**src/mabc_pkg.sv**
```systemverilog
// Package for the ALU, branch and control execution block
package mabc_pkg;
  localparam int          DW        = 8;
  localparam int          PW        = 12;
  localparam int          STACK_N   = 6;
  localparam int          SP_W      = 3;
  localparam logic [2:0]  SP_FULL   = 3'h6;
  // Cycle counts per instruction group
  localparam logic [2:0]  CYC_ALU   = 3'h4;
  localparam logic [2:0]  CYC_SHORT = 3'h2;
  localparam logic [2:0]  CYC_LONG  = 3'h4;
  localparam logic [2:0]  CYC_BTST  = 3'h5;
  localparam logic [2:0]  CYC_BIT   = 3'h4;
  localparam logic [2:0]  CYC_BIAS  = 3'h2;
  localparam logic [11:0] PC_RESET  = 12'h000;
  localparam logic [11:0] PC_ONE    = 12'h001;
  localparam logic [11:0] PC_TWO    = 12'h002;
  localparam logic [11:0] PC_THREE  = 12'h003;
  // Operation codes presented by the decoder
  typedef enum logic [4:0] {
    OP_NOP     = 5'h00, OP_ADD   = 5'h01, OP_AND   = 5'h02, OP_CMP    = 5'h03,
    OP_SUB     = 5'h04, OP_CLR   = 5'h05, OP_DEC   = 5'h06, OP_INC    = 5'h07,
    OP_COM     = 5'h08, OP_RLC   = 5'h09, OP_SLA   = 5'h0a, OP_BRC    = 5'h0b,
    OP_BRNC    = 5'h0c, OP_BRZ   = 5'h0d, OP_BRNZ  = 5'h0e, OP_BBCLR  = 5'h0f,
    OP_BBSET   = 5'h10, OP_BSET  = 5'h11, OP_BRES  = 5'h12, OP_RET    = 5'h13,
    OP_INTERRUPT_RETURN    = 5'h14, OP_STOP  = 5'h15, OP_WAIT  = 5'h16, OP_JP     = 5'h17,
    OP_CALL    = 5'h18
  } mabc_op_e;
  typedef enum logic [2:0] {
    ST_IDLE = 3'b001,
    ST_BUSY = 3'b010,
    ST_DONE = 3'b100
  } mabc_state_e;
endpackage : mabc_pkg

```
**src/mabc_exec.sv**
```systemverilog
// Execution unit for ALU, branch, bit and control instructions
`timescale 1ns/10ps
module mabc_exec
  import mabc_pkg::*;
(
  // Clock and reset
  input  wire logic          core_clk,
  input  wire logic          rst_n,
  // Decoded instruction
  input  wire logic          instr_valid,
  input  wire logic [4:0]    instr_op,
  input  wire logic          use_immediate,
  input  wire logic [7:0]    imm_byte,
  input  wire logic [7:0]    mem_operand,
  input  wire logic          dest_is_acc,
  input  wire logic [2:0]    bit_index,
  input  wire logic [4:0]    short_disp,
  input  wire logic [7:0]    long_disp,
  input  wire logic [3:0]    opcode_low,
  input  wire logic [7:0]    next_byte_in,
  // Option
  input  wire logic          watchdog_sel,
  // Results
  output logic               instr_done,
  output logic [7:0]         acc,
  output logic               flag_z,
  output logic               flag_c,
  output logic               mem_wr,
  output logic [7:0]         mem_wdata,
  output logic [11:0]        pc,
  output logic               stop_mode,
  output logic               wait_mode,
  output logic               stack_overflow
);

  mabc_state_e       state;
  logic [2:0]        cnt;
  logic [7:0]        a_res;
  logic              z_res;
  logic              c_res;
  logic [7:0]        m_res;
  logic [11:0]       pc_res;
  logic [11:0]       stack [STACK_N];
  logic [SP_W-1:0]   sp;
  logic              z_save;
  logic              c_save;
  logic [DW-1:0]     bit_mask;

  // Operand selection
  wire logic [7:0]  opnd     = use_immediate ? imm_byte : mem_operand;
  wire logic [8:0]  sum      = {1'b0, acc} + {1'b0, opnd};
  wire logic [8:0]  diff     = {1'b0, acc} - {1'b0, opnd};
  // Increment and decrement act on the selected byte
  wire logic [7:0]  step_src = dest_is_acc ? acc : mem_operand;
  wire logic [7:0]  inc_v    = step_src + 8'h01;
  wire logic [7:0]  dec_v    = step_src - 8'h01;
  wire logic        tst_bit  = mem_operand[bit_index];
  wire logic        is_call  = instr_op == OP_CALL;
  wire logic        is_ret   = (instr_op == OP_RET) || (instr_op == OP_INTERRUPT_RETURN);
  wire logic [11:0] ext_tgt  = {opcode_low, next_byte_in};
  wire logic [11:0] s_off    = {{8{1'b0}}, short_disp[3:0]};
  // Forward span +1..+16, backward -0..-15 from branch address
  wire logic [11:0] s_tgt    = short_disp[4] ? pc - s_off : pc + s_off + PC_ONE;
  // Taken span -126..+129 from branch address
  wire logic [11:0] l_tgt    = pc + PC_TWO + {{4{long_disp[7]}}, long_disp};
  // Stack state; an empty stack makes a return fall through
  wire logic        stk_empty = sp == '0;
  wire logic        stk_full  = sp == SP_FULL;
  wire logic [SP_W-1:0] stk_top = sp - 3'h1;

  // One select bit per data bit
  for (genvar b = 0; b < DW; b++) begin : g_mask
    assign bit_mask[b] = bit_index == 3'(b);
  end

  wire logic        cond_ok  =
      (instr_op == OP_BRC  &&  flag_c) || (instr_op == OP_BRNC && !flag_c) ||
      (instr_op == OP_BRZ  &&  flag_z) || (instr_op == OP_BRNZ && !flag_z);
  wire logic        bit_ok   = (instr_op == OP_BBCLR && !tst_bit) ||
                               (instr_op == OP_BBSET &&  tst_bit);
  // Cycle budget per instruction group
  wire logic [2:0]  cyc_need =
      (instr_op == OP_BBCLR || instr_op == OP_BBSET) ? CYC_BTST :
      (instr_op == OP_JP || is_call) ? CYC_LONG :
      (instr_op == OP_BSET || instr_op == OP_BRES) ? CYC_BIT :
      (instr_op >= OP_ADD && instr_op <= OP_SLA) ? CYC_ALU : CYC_SHORT;

  // Result computation
  always_comb begin
    a_res  = acc;
    z_res  = flag_z;
    c_res  = flag_c;
    m_res  = mem_operand;
    pc_res = pc + PC_ONE;
    unique case (instr_op)
      OP_ADD: begin
        a_res = sum[7:0];
        z_res = (sum[7:0] == 8'h00);
        c_res = sum[8];
      end
      OP_AND: begin
        a_res = acc & opnd;
        z_res = ((acc & opnd) == 8'h00);
        c_res = 1'b0;
      end
      OP_CMP: begin
        z_res = (diff[7:0] == 8'h00);
        c_res = diff[8];
      end
      OP_SUB: begin
        a_res = diff[7:0];
        z_res = (diff[7:0] == 8'h00);
        c_res = diff[8];
      end
      OP_CLR: begin
        m_res = 8'h00;
        if (dest_is_acc) begin
          a_res = 8'h00;
          z_res = 1'b1;
          c_res = 1'b0;
        end
      end
      OP_DEC: begin
        m_res = dec_v;
        if (dest_is_acc) a_res = dec_v;
        z_res = (dec_v == 8'h00);
      end
      OP_INC: begin
        m_res = inc_v;
        if (dest_is_acc) a_res = inc_v;
        z_res = (inc_v == 8'h00);
      end
      OP_COM: begin
        a_res = ~acc;
        z_res = (~acc == 8'h00);
        c_res = acc[7];
      end
      OP_RLC: begin
        a_res = {acc[6:0], flag_c};
        z_res = ({acc[6:0], flag_c} == 8'h00);
        c_res = acc[7];
      end
      OP_SLA: begin
        a_res = {acc[6:0], 1'b0};
        z_res = (acc[6:0] == 7'h00);
        c_res = acc[7];
      end
      OP_BRC, OP_BRNC, OP_BRZ, OP_BRNZ: begin
        if (cond_ok) pc_res = s_tgt;
      end
      OP_BBCLR, OP_BBSET: begin
        c_res  = tst_bit;
        pc_res = bit_ok ? l_tgt : pc + PC_THREE;
      end
      OP_BSET: begin
        m_res  = mem_operand | bit_mask;
        pc_res = pc + PC_TWO;
      end
      OP_BRES: begin
        m_res  = mem_operand & ~bit_mask;
        pc_res = pc + PC_TWO;
      end
      OP_RET: begin
        if (!stk_empty) pc_res = stack[stk_top];
      end
      OP_INTERRUPT_RETURN: begin
        if (!stk_empty) pc_res = stack[stk_top];
        z_res  = z_save;
        c_res  = c_save;
      end
      OP_JP, OP_CALL: pc_res = ext_tgt;
      default: ;
    endcase
  end

  // Memory write and low power decode
  wire logic writes_mem = ((instr_op == OP_CLR || instr_op == OP_DEC || instr_op == OP_INC) &&
                           !dest_is_acc) || instr_op == OP_BSET || instr_op == OP_BRES;
  wire logic go_stop    = instr_op == OP_STOP && !watchdog_sel;
  wire logic go_wait    = instr_op == OP_WAIT || (instr_op == OP_STOP && watchdog_sel);

  // Sequencer
  always_ff @(posedge core_clk or negedge rst_n) begin
    if (!rst_n) begin
      state <= ST_IDLE;
      cnt   <= 3'h0;
    end else begin
      unique case (state)
        ST_IDLE: if (instr_valid && !stop_mode && !wait_mode) begin
          state <= ST_BUSY;
          cnt   <= cyc_need - CYC_BIAS;
        end
        ST_BUSY: if (cnt == 3'h0) state <= ST_DONE;
                 else cnt <= cnt - 3'h1;
        ST_DONE: state <= ST_IDLE;
        default: state <= ST_IDLE;
      endcase
    end
  end

  wire logic commit = state == ST_DONE;

  // Stack push on call, pop on return
  wire logic        stk_push = commit && is_call && !stk_full;
  wire logic        stk_pop  = commit && is_ret && !stk_empty;
  wire logic [11:0] ret_addr = pc + PC_TWO;

  // Accumulator and flags
  always_ff @(posedge core_clk or negedge rst_n) begin
    if (!rst_n) begin
      acc    <= 8'h00;
      flag_z <= 1'b0;
      flag_c <= 1'b0;
    end else if (commit) begin
      acc    <= a_res;
      flag_z <= z_res;
      flag_c <= c_res;
    end
  end

  // Program counter
  always_ff @(posedge core_clk or negedge rst_n) begin
    if (!rst_n) begin
      pc <= PC_RESET;
    end else if (commit) begin
      pc <= pc_res;
    end
  end

  // Completion strobe and data write
  always_ff @(posedge core_clk or negedge rst_n) begin
    if (!rst_n) begin
      instr_done <= 1'b0;
      mem_wr     <= 1'b0;
      mem_wdata  <= 8'h00;
    end else begin
      instr_done <= commit;
      mem_wr     <= commit && writes_mem;
      if (commit) begin
        mem_wdata <= m_res;
      end
    end
  end

  // Low power modes, sticky until reset
  always_ff @(posedge core_clk or negedge rst_n) begin
    if (!rst_n) begin
      stop_mode <= 1'b0;
      wait_mode <= 1'b0;
    end else begin
      if (commit && go_stop) begin
        stop_mode <= 1'b1;
      end
      if (commit && go_wait) begin
        wait_mode <= 1'b1;
      end
    end
  end

  // Stack pointer, saved flags and overflow
  always_ff @(posedge core_clk or negedge rst_n) begin
    if (!rst_n) begin
      sp             <= '0;
      z_save         <= 1'b0;
      c_save         <= 1'b0;
      stack_overflow <= 1'b0;
    end else begin
      if (stk_push) begin
        sp     <= sp + 3'h1;
        z_save <= flag_z;
        c_save <= flag_c;
      end else if (stk_pop) begin
        sp <= sp - 3'h1;
      end
      if (commit && is_call && stk_full) begin
        stack_overflow <= 1'b1;
      end
    end
  end

  // Return address cells, no reset needed
  always_ff @(posedge core_clk) begin
    if (stk_push) begin
      stack[sp] <= ret_addr;
    end
  end

endmodule // mabc_exec

```
**config.mk**
```make
export PLATFORM = sky130hd
export DESIGN_NAME = mabc_exec
export DESIGN_NICKNAME = d
export VERILOG_FILES = /design/src/mabc_pkg.sv /design/src/mabc_exec.sv
export SDC_FILE = /design/constraint.sdc
export NUM_CORES = 1
export LEC_CHECK = 0
export ABC_AREA = 1
export BUFFER_PORTS_ARGS = -buffer_cell sky130_fd_sc_hd__buf_4
export CORE_MARGIN = 4
export CORE_UTILIZATION = 65
export DETAILED_ROUTE_END_ITERATION = 10
export PLACE_DENSITY_LB_ADDON = 0.2
export SYNTH_ARGS = -nofsm -noshare
export SYNTH_HDL_FRONTEND = slang
export SYNTH_SLANG_ARGS = --single-unit
export TNS_END_PERCENT = 100
```
**constraint.sdc**
```tcl
create_clock -name core_clk -period 9.2 [get_ports core_clk]
set_clock_uncertainty 0.05 [all_clocks]
set_input_delay 1.38 -clock core_clk [delete_from_list [all_inputs] [get_ports core_clk]]
set_output_delay 1.38 -clock core_clk [all_outputs]
set_load 0.02 [all_outputs]
```
==> metrics.md <==
| Metric | Value |
|---|---|
| Status | `completed` |
| Final setup vio count | `0` |
| # rows | `45` |
| Mapped Nets | `around 1600` |
| Full die area | `17500 sq um` |
| Tcrit/Tclk final | `around two fifths` |
| CP Launch Point | `state[1]$_DFFE_PN0P_` |
| Root Buffer | `clkbuf_16` |
| Buf/Inv on CP | `2` |
| I/O Pins | `90` |
| First-pass GRT wire length | `51700 um` |
| RR Startpoint | `state[1]$_DFFE_PN0P_` |
| RSZ-0062 raised after global routing | `false` |
| Leakage | `5.46 nW` |
| Max-Cap Viols | `0` |
| Setup ws final | `about 5.4 ns` |
| Tmin final | `around 3.8 ns` |
| Top cells by count, synth | `nand2_1, inv_1, nor2_1` |
| CTS tree | `built` |
| Worst Path Required | `9.19 ns` |
| Synth top area cells | `edfxtp_1, nand2_1, dfrtp_1` |
| Routed wire length per instance | `approximately 19 um` |
| Largest family of logic cells by synthesized area | `simple AND/OR/NAND/NOR gates` |
| H-tree depth | `4` |
| Cell taking the most area after synthesis | `edfxtp_1` |
| Worst-case vdd ir drop | `~0.00012 V` |
| Synth Warn # | `0` |
| Worst slew pin tran | `around 1.2 ns` |
| Die Width | `132 um` |
| Skew-Pair Late Insertion Delay | `0.43 ns` |
| First drt pass iteration count | `5` |
| Post-synthesis compound-gate area fraction | `12.5%` |
| Post-CTS setup buffers | `0` |
| Tot GR Track Use | `36.9%` |
| Seq/Total Area, Yosys | `33.0%` |
| Deepest clock path buffer count | `2` |
| FF+latch count, synth | `118` |
| CP endpoint kind | `register` |
| PortBufs | `89` |
| Routed Antenna Nets | `0` |
| Crit path top cell by count | `nor3_2` |
| Die height | `~130 um` |
| Fin Setup TNS | `0 ns` |
| Quantity of hold-fixing buffers added after cts | `0` |
| P per Cell Area | `165 nW/um^2` |
| Area share of xor/xnor cells in the synthesized design | `2.70%` |
| Count of final max-slew check failures | `0` |
| Most frequent cell after synthesis | `nand2_1` |
| CP max-delay cell | `nor3_2` |
| Non-Filler Instances | `~1800` |
| Number of antenna violations at the first check in global routing | `0` |
| Worst-path maximum fanout | `23` |
| CTS Sinks | `118` |
| Syn Area/Cell | `6.78 sq um` |
| Post-synthesis cell count | `1482` |
| Slew HR | `22.6%` |
| CP arrival | `3.77 ns` |
| Simple-Gate Fraction of Synth Area | `35.1%` |
| Initial core utilization | `66.1%` |
| Synth cell types | `54` |
| # nets final | `roughly 1700` |
| Vias in the first global route | `around 10000` |
| R2r setup slk | `roughly 5.4 ns` |
| Routed vias | `between 10000 and 15000` |
| Final RePlAce weighted congestion | `roughly 1.0` |
| Critical path class | `reg2reg` |
| Max incr delay on CP | `0.90 ns` |
| Largest net degree at the start of global routing | `47` |
| Routed WL | `32600 um` |
| Async SR Flop Fraction | `39.0%` |
| Placed cell count | `1727` |
| Final Hold Viols | `0` |
| Via/cell ratio | `6.15` |
| Adder-cell share of the synthesized area | `roughly 7.5%` |
| # DRC | `0` |
| DRT iter0 DRCs | `1254` |
| Worst setup SP type | `register` |
| Clock transition at path regs | `0.07 ns` |
| Resize count post-CTS | `0` |
| Worst hold path type | `reg2reg` |
| Share of the synthesized area in the top cell type | `21.5%` |
| Congestion Overflow GR | `0` |
| P&R area growth vs syn | `13.7%` |
| Ant. Diodes | `0` |
| Post-synth EDFFs | `72` |
| Top delay family on crit path | `simple AND/OR/NAND/NOR gates` |
| Most used flip-flop cell after synthesis | `edfxtp_1` |
| Post-synthesis mux area share | `0.311%` |
| Hpwl dp | `24100 um` |
| Share of layout cells above drive strength 1 | `10.8%` |
| CP cell instances | `nor3_4 -> clkinv_1 -> buf_4 -> nor3_2 -> nand2_1 -> nor3_2` |
| Mapped cell area | `10000 sq um` |
| CORE AREA | `15200 sq um` |
| Cts bufs inserted | `17` |
| Fmax | `264 MHz` |
| Place WS | `5.25 ns` |
| Hold path startpoint | `mem_wdata[6]$_DFFE_PN0P_` |
registers in the layout, summed over array words and instances (netlist names):
| signal | flops |
|---|---|
| acc | 8 |
| c_save | 1 |
| cnt | 3 |
| flag_c | 1 |
| flag_z | 1 |
| instr_done | 1 |
| mem_wdata | 8 |
| mem_wr | 1 |
| pc | 12 |
| sp | 3 |
| stack | 72 |
| stack_overflow | 1 |
| state | 3 |
| stop_mode | 1 |
| wait_mode | 1 |
| z_save | 1 |
layout make-up:
type / count / area, sq um
inverter: 187 / 707
multi-input combinational: 1138 / 5870
sequential: 118 / 3310
tap: 188 / 235
clock buffer: 17 / 425
clock inverter: 15 / 151
fill: 1251 / 3780
timing repair buffer: 96 / 721
per-layer routing:
metal  GRT usage [%]  part of all wire [%]  routed length (um)
met2            63.8                    49               15900
met4            19.2                   5.6                1830
met1            43.9                    37               12000
met5               0                     0                   0
met3            6.60                   9.1                2970
stage by stage:
stage	util, %	hold slack, ns	area, sq um	power [mW]
4_1_cts	75.1	0.437	11400	1.87
2_1_floorplan	-	0.403	10000	1.04
5_1_grt	75.2	0.458	11400	1.98
6_report	75.2	0.436	11400	1.89
3_3_place_gp	71.3	0.415	10800	1.21
3_5_place_dp	71.3	0.422	10800	1.22
where the power goes:
part	switching (mW)	total [mW]	internal (mW)	leakage, nW
clock	0.293	0.654	0.361	0.280
combinational	0.402	0.598	0.196	4.09
sequential	0.0401	0.634	0.594	1.10
total	0.735	1.89	1.15	5.46
worst min-delay path: cells and delay by family, from the launching register on:
family | cells | cell delay [ns]
DFF | 1 | 0.34
and+or+nand+nor | 2 | 0.11
final timing paths:
check,cells after the start,endpoint
max in group asynchronous,1,mem_wdata[2]$_DFFE_PN0P_
min in group asynchronous,1,pc[2]$_DFFE_PN0P_
worst min-delay path,2,mem_wdata[6]$_DFFE_PN0P_
worst max register to register,6,stack[3][9]$_DFFE_PP_
worst max-delay path,6,stack[3][9]$_DFFE_PP_
worst min register to register,2,mem_wdata[6]$_DFFE_PN0P_
kinds of logic (layout without fill, tap and decap cells):
family                   after synthesis  after routing
AND/OR/NAND/NOR                      820            820
AO/OA/AOI/OAI                        227            227
buffers and inverters                226            315
flip-flops                           118            118
adder cells (fa/ha/maj)               57             57
XOR/XNOR                              31             31
multiplexers                           3              3
placed cells by master, fill, tap and decap left out, drive strengths merged, types with 2 or more instances in the layout:
master	synthesis	routed
a211oi	3	3
a21boi	2	2
a21oi	68	68
a22o	2	2
a31oi	10	10
and2	2	2
buf	21	96
clkbuf	18	17
clkinv	3	5
clkinvlp	0	2
dfrtp	45	45
edfxtp	72	72
fa	5	5
ha	52	52
inv	184	195
mux2i	2	2
nand2	453	453
nand3	150	150
nand3b	3	3
nand4	30	30
nor2	157	157
nor3	16	16
nor4	6	6
o211ai	12	12
o21ai	108	108
o221ai	3	3
o22ai	10	10
o31ai	3	3
or2	2	2
xnor2	7	7
xor2	24	24
(Power assumes the default switching activity.)
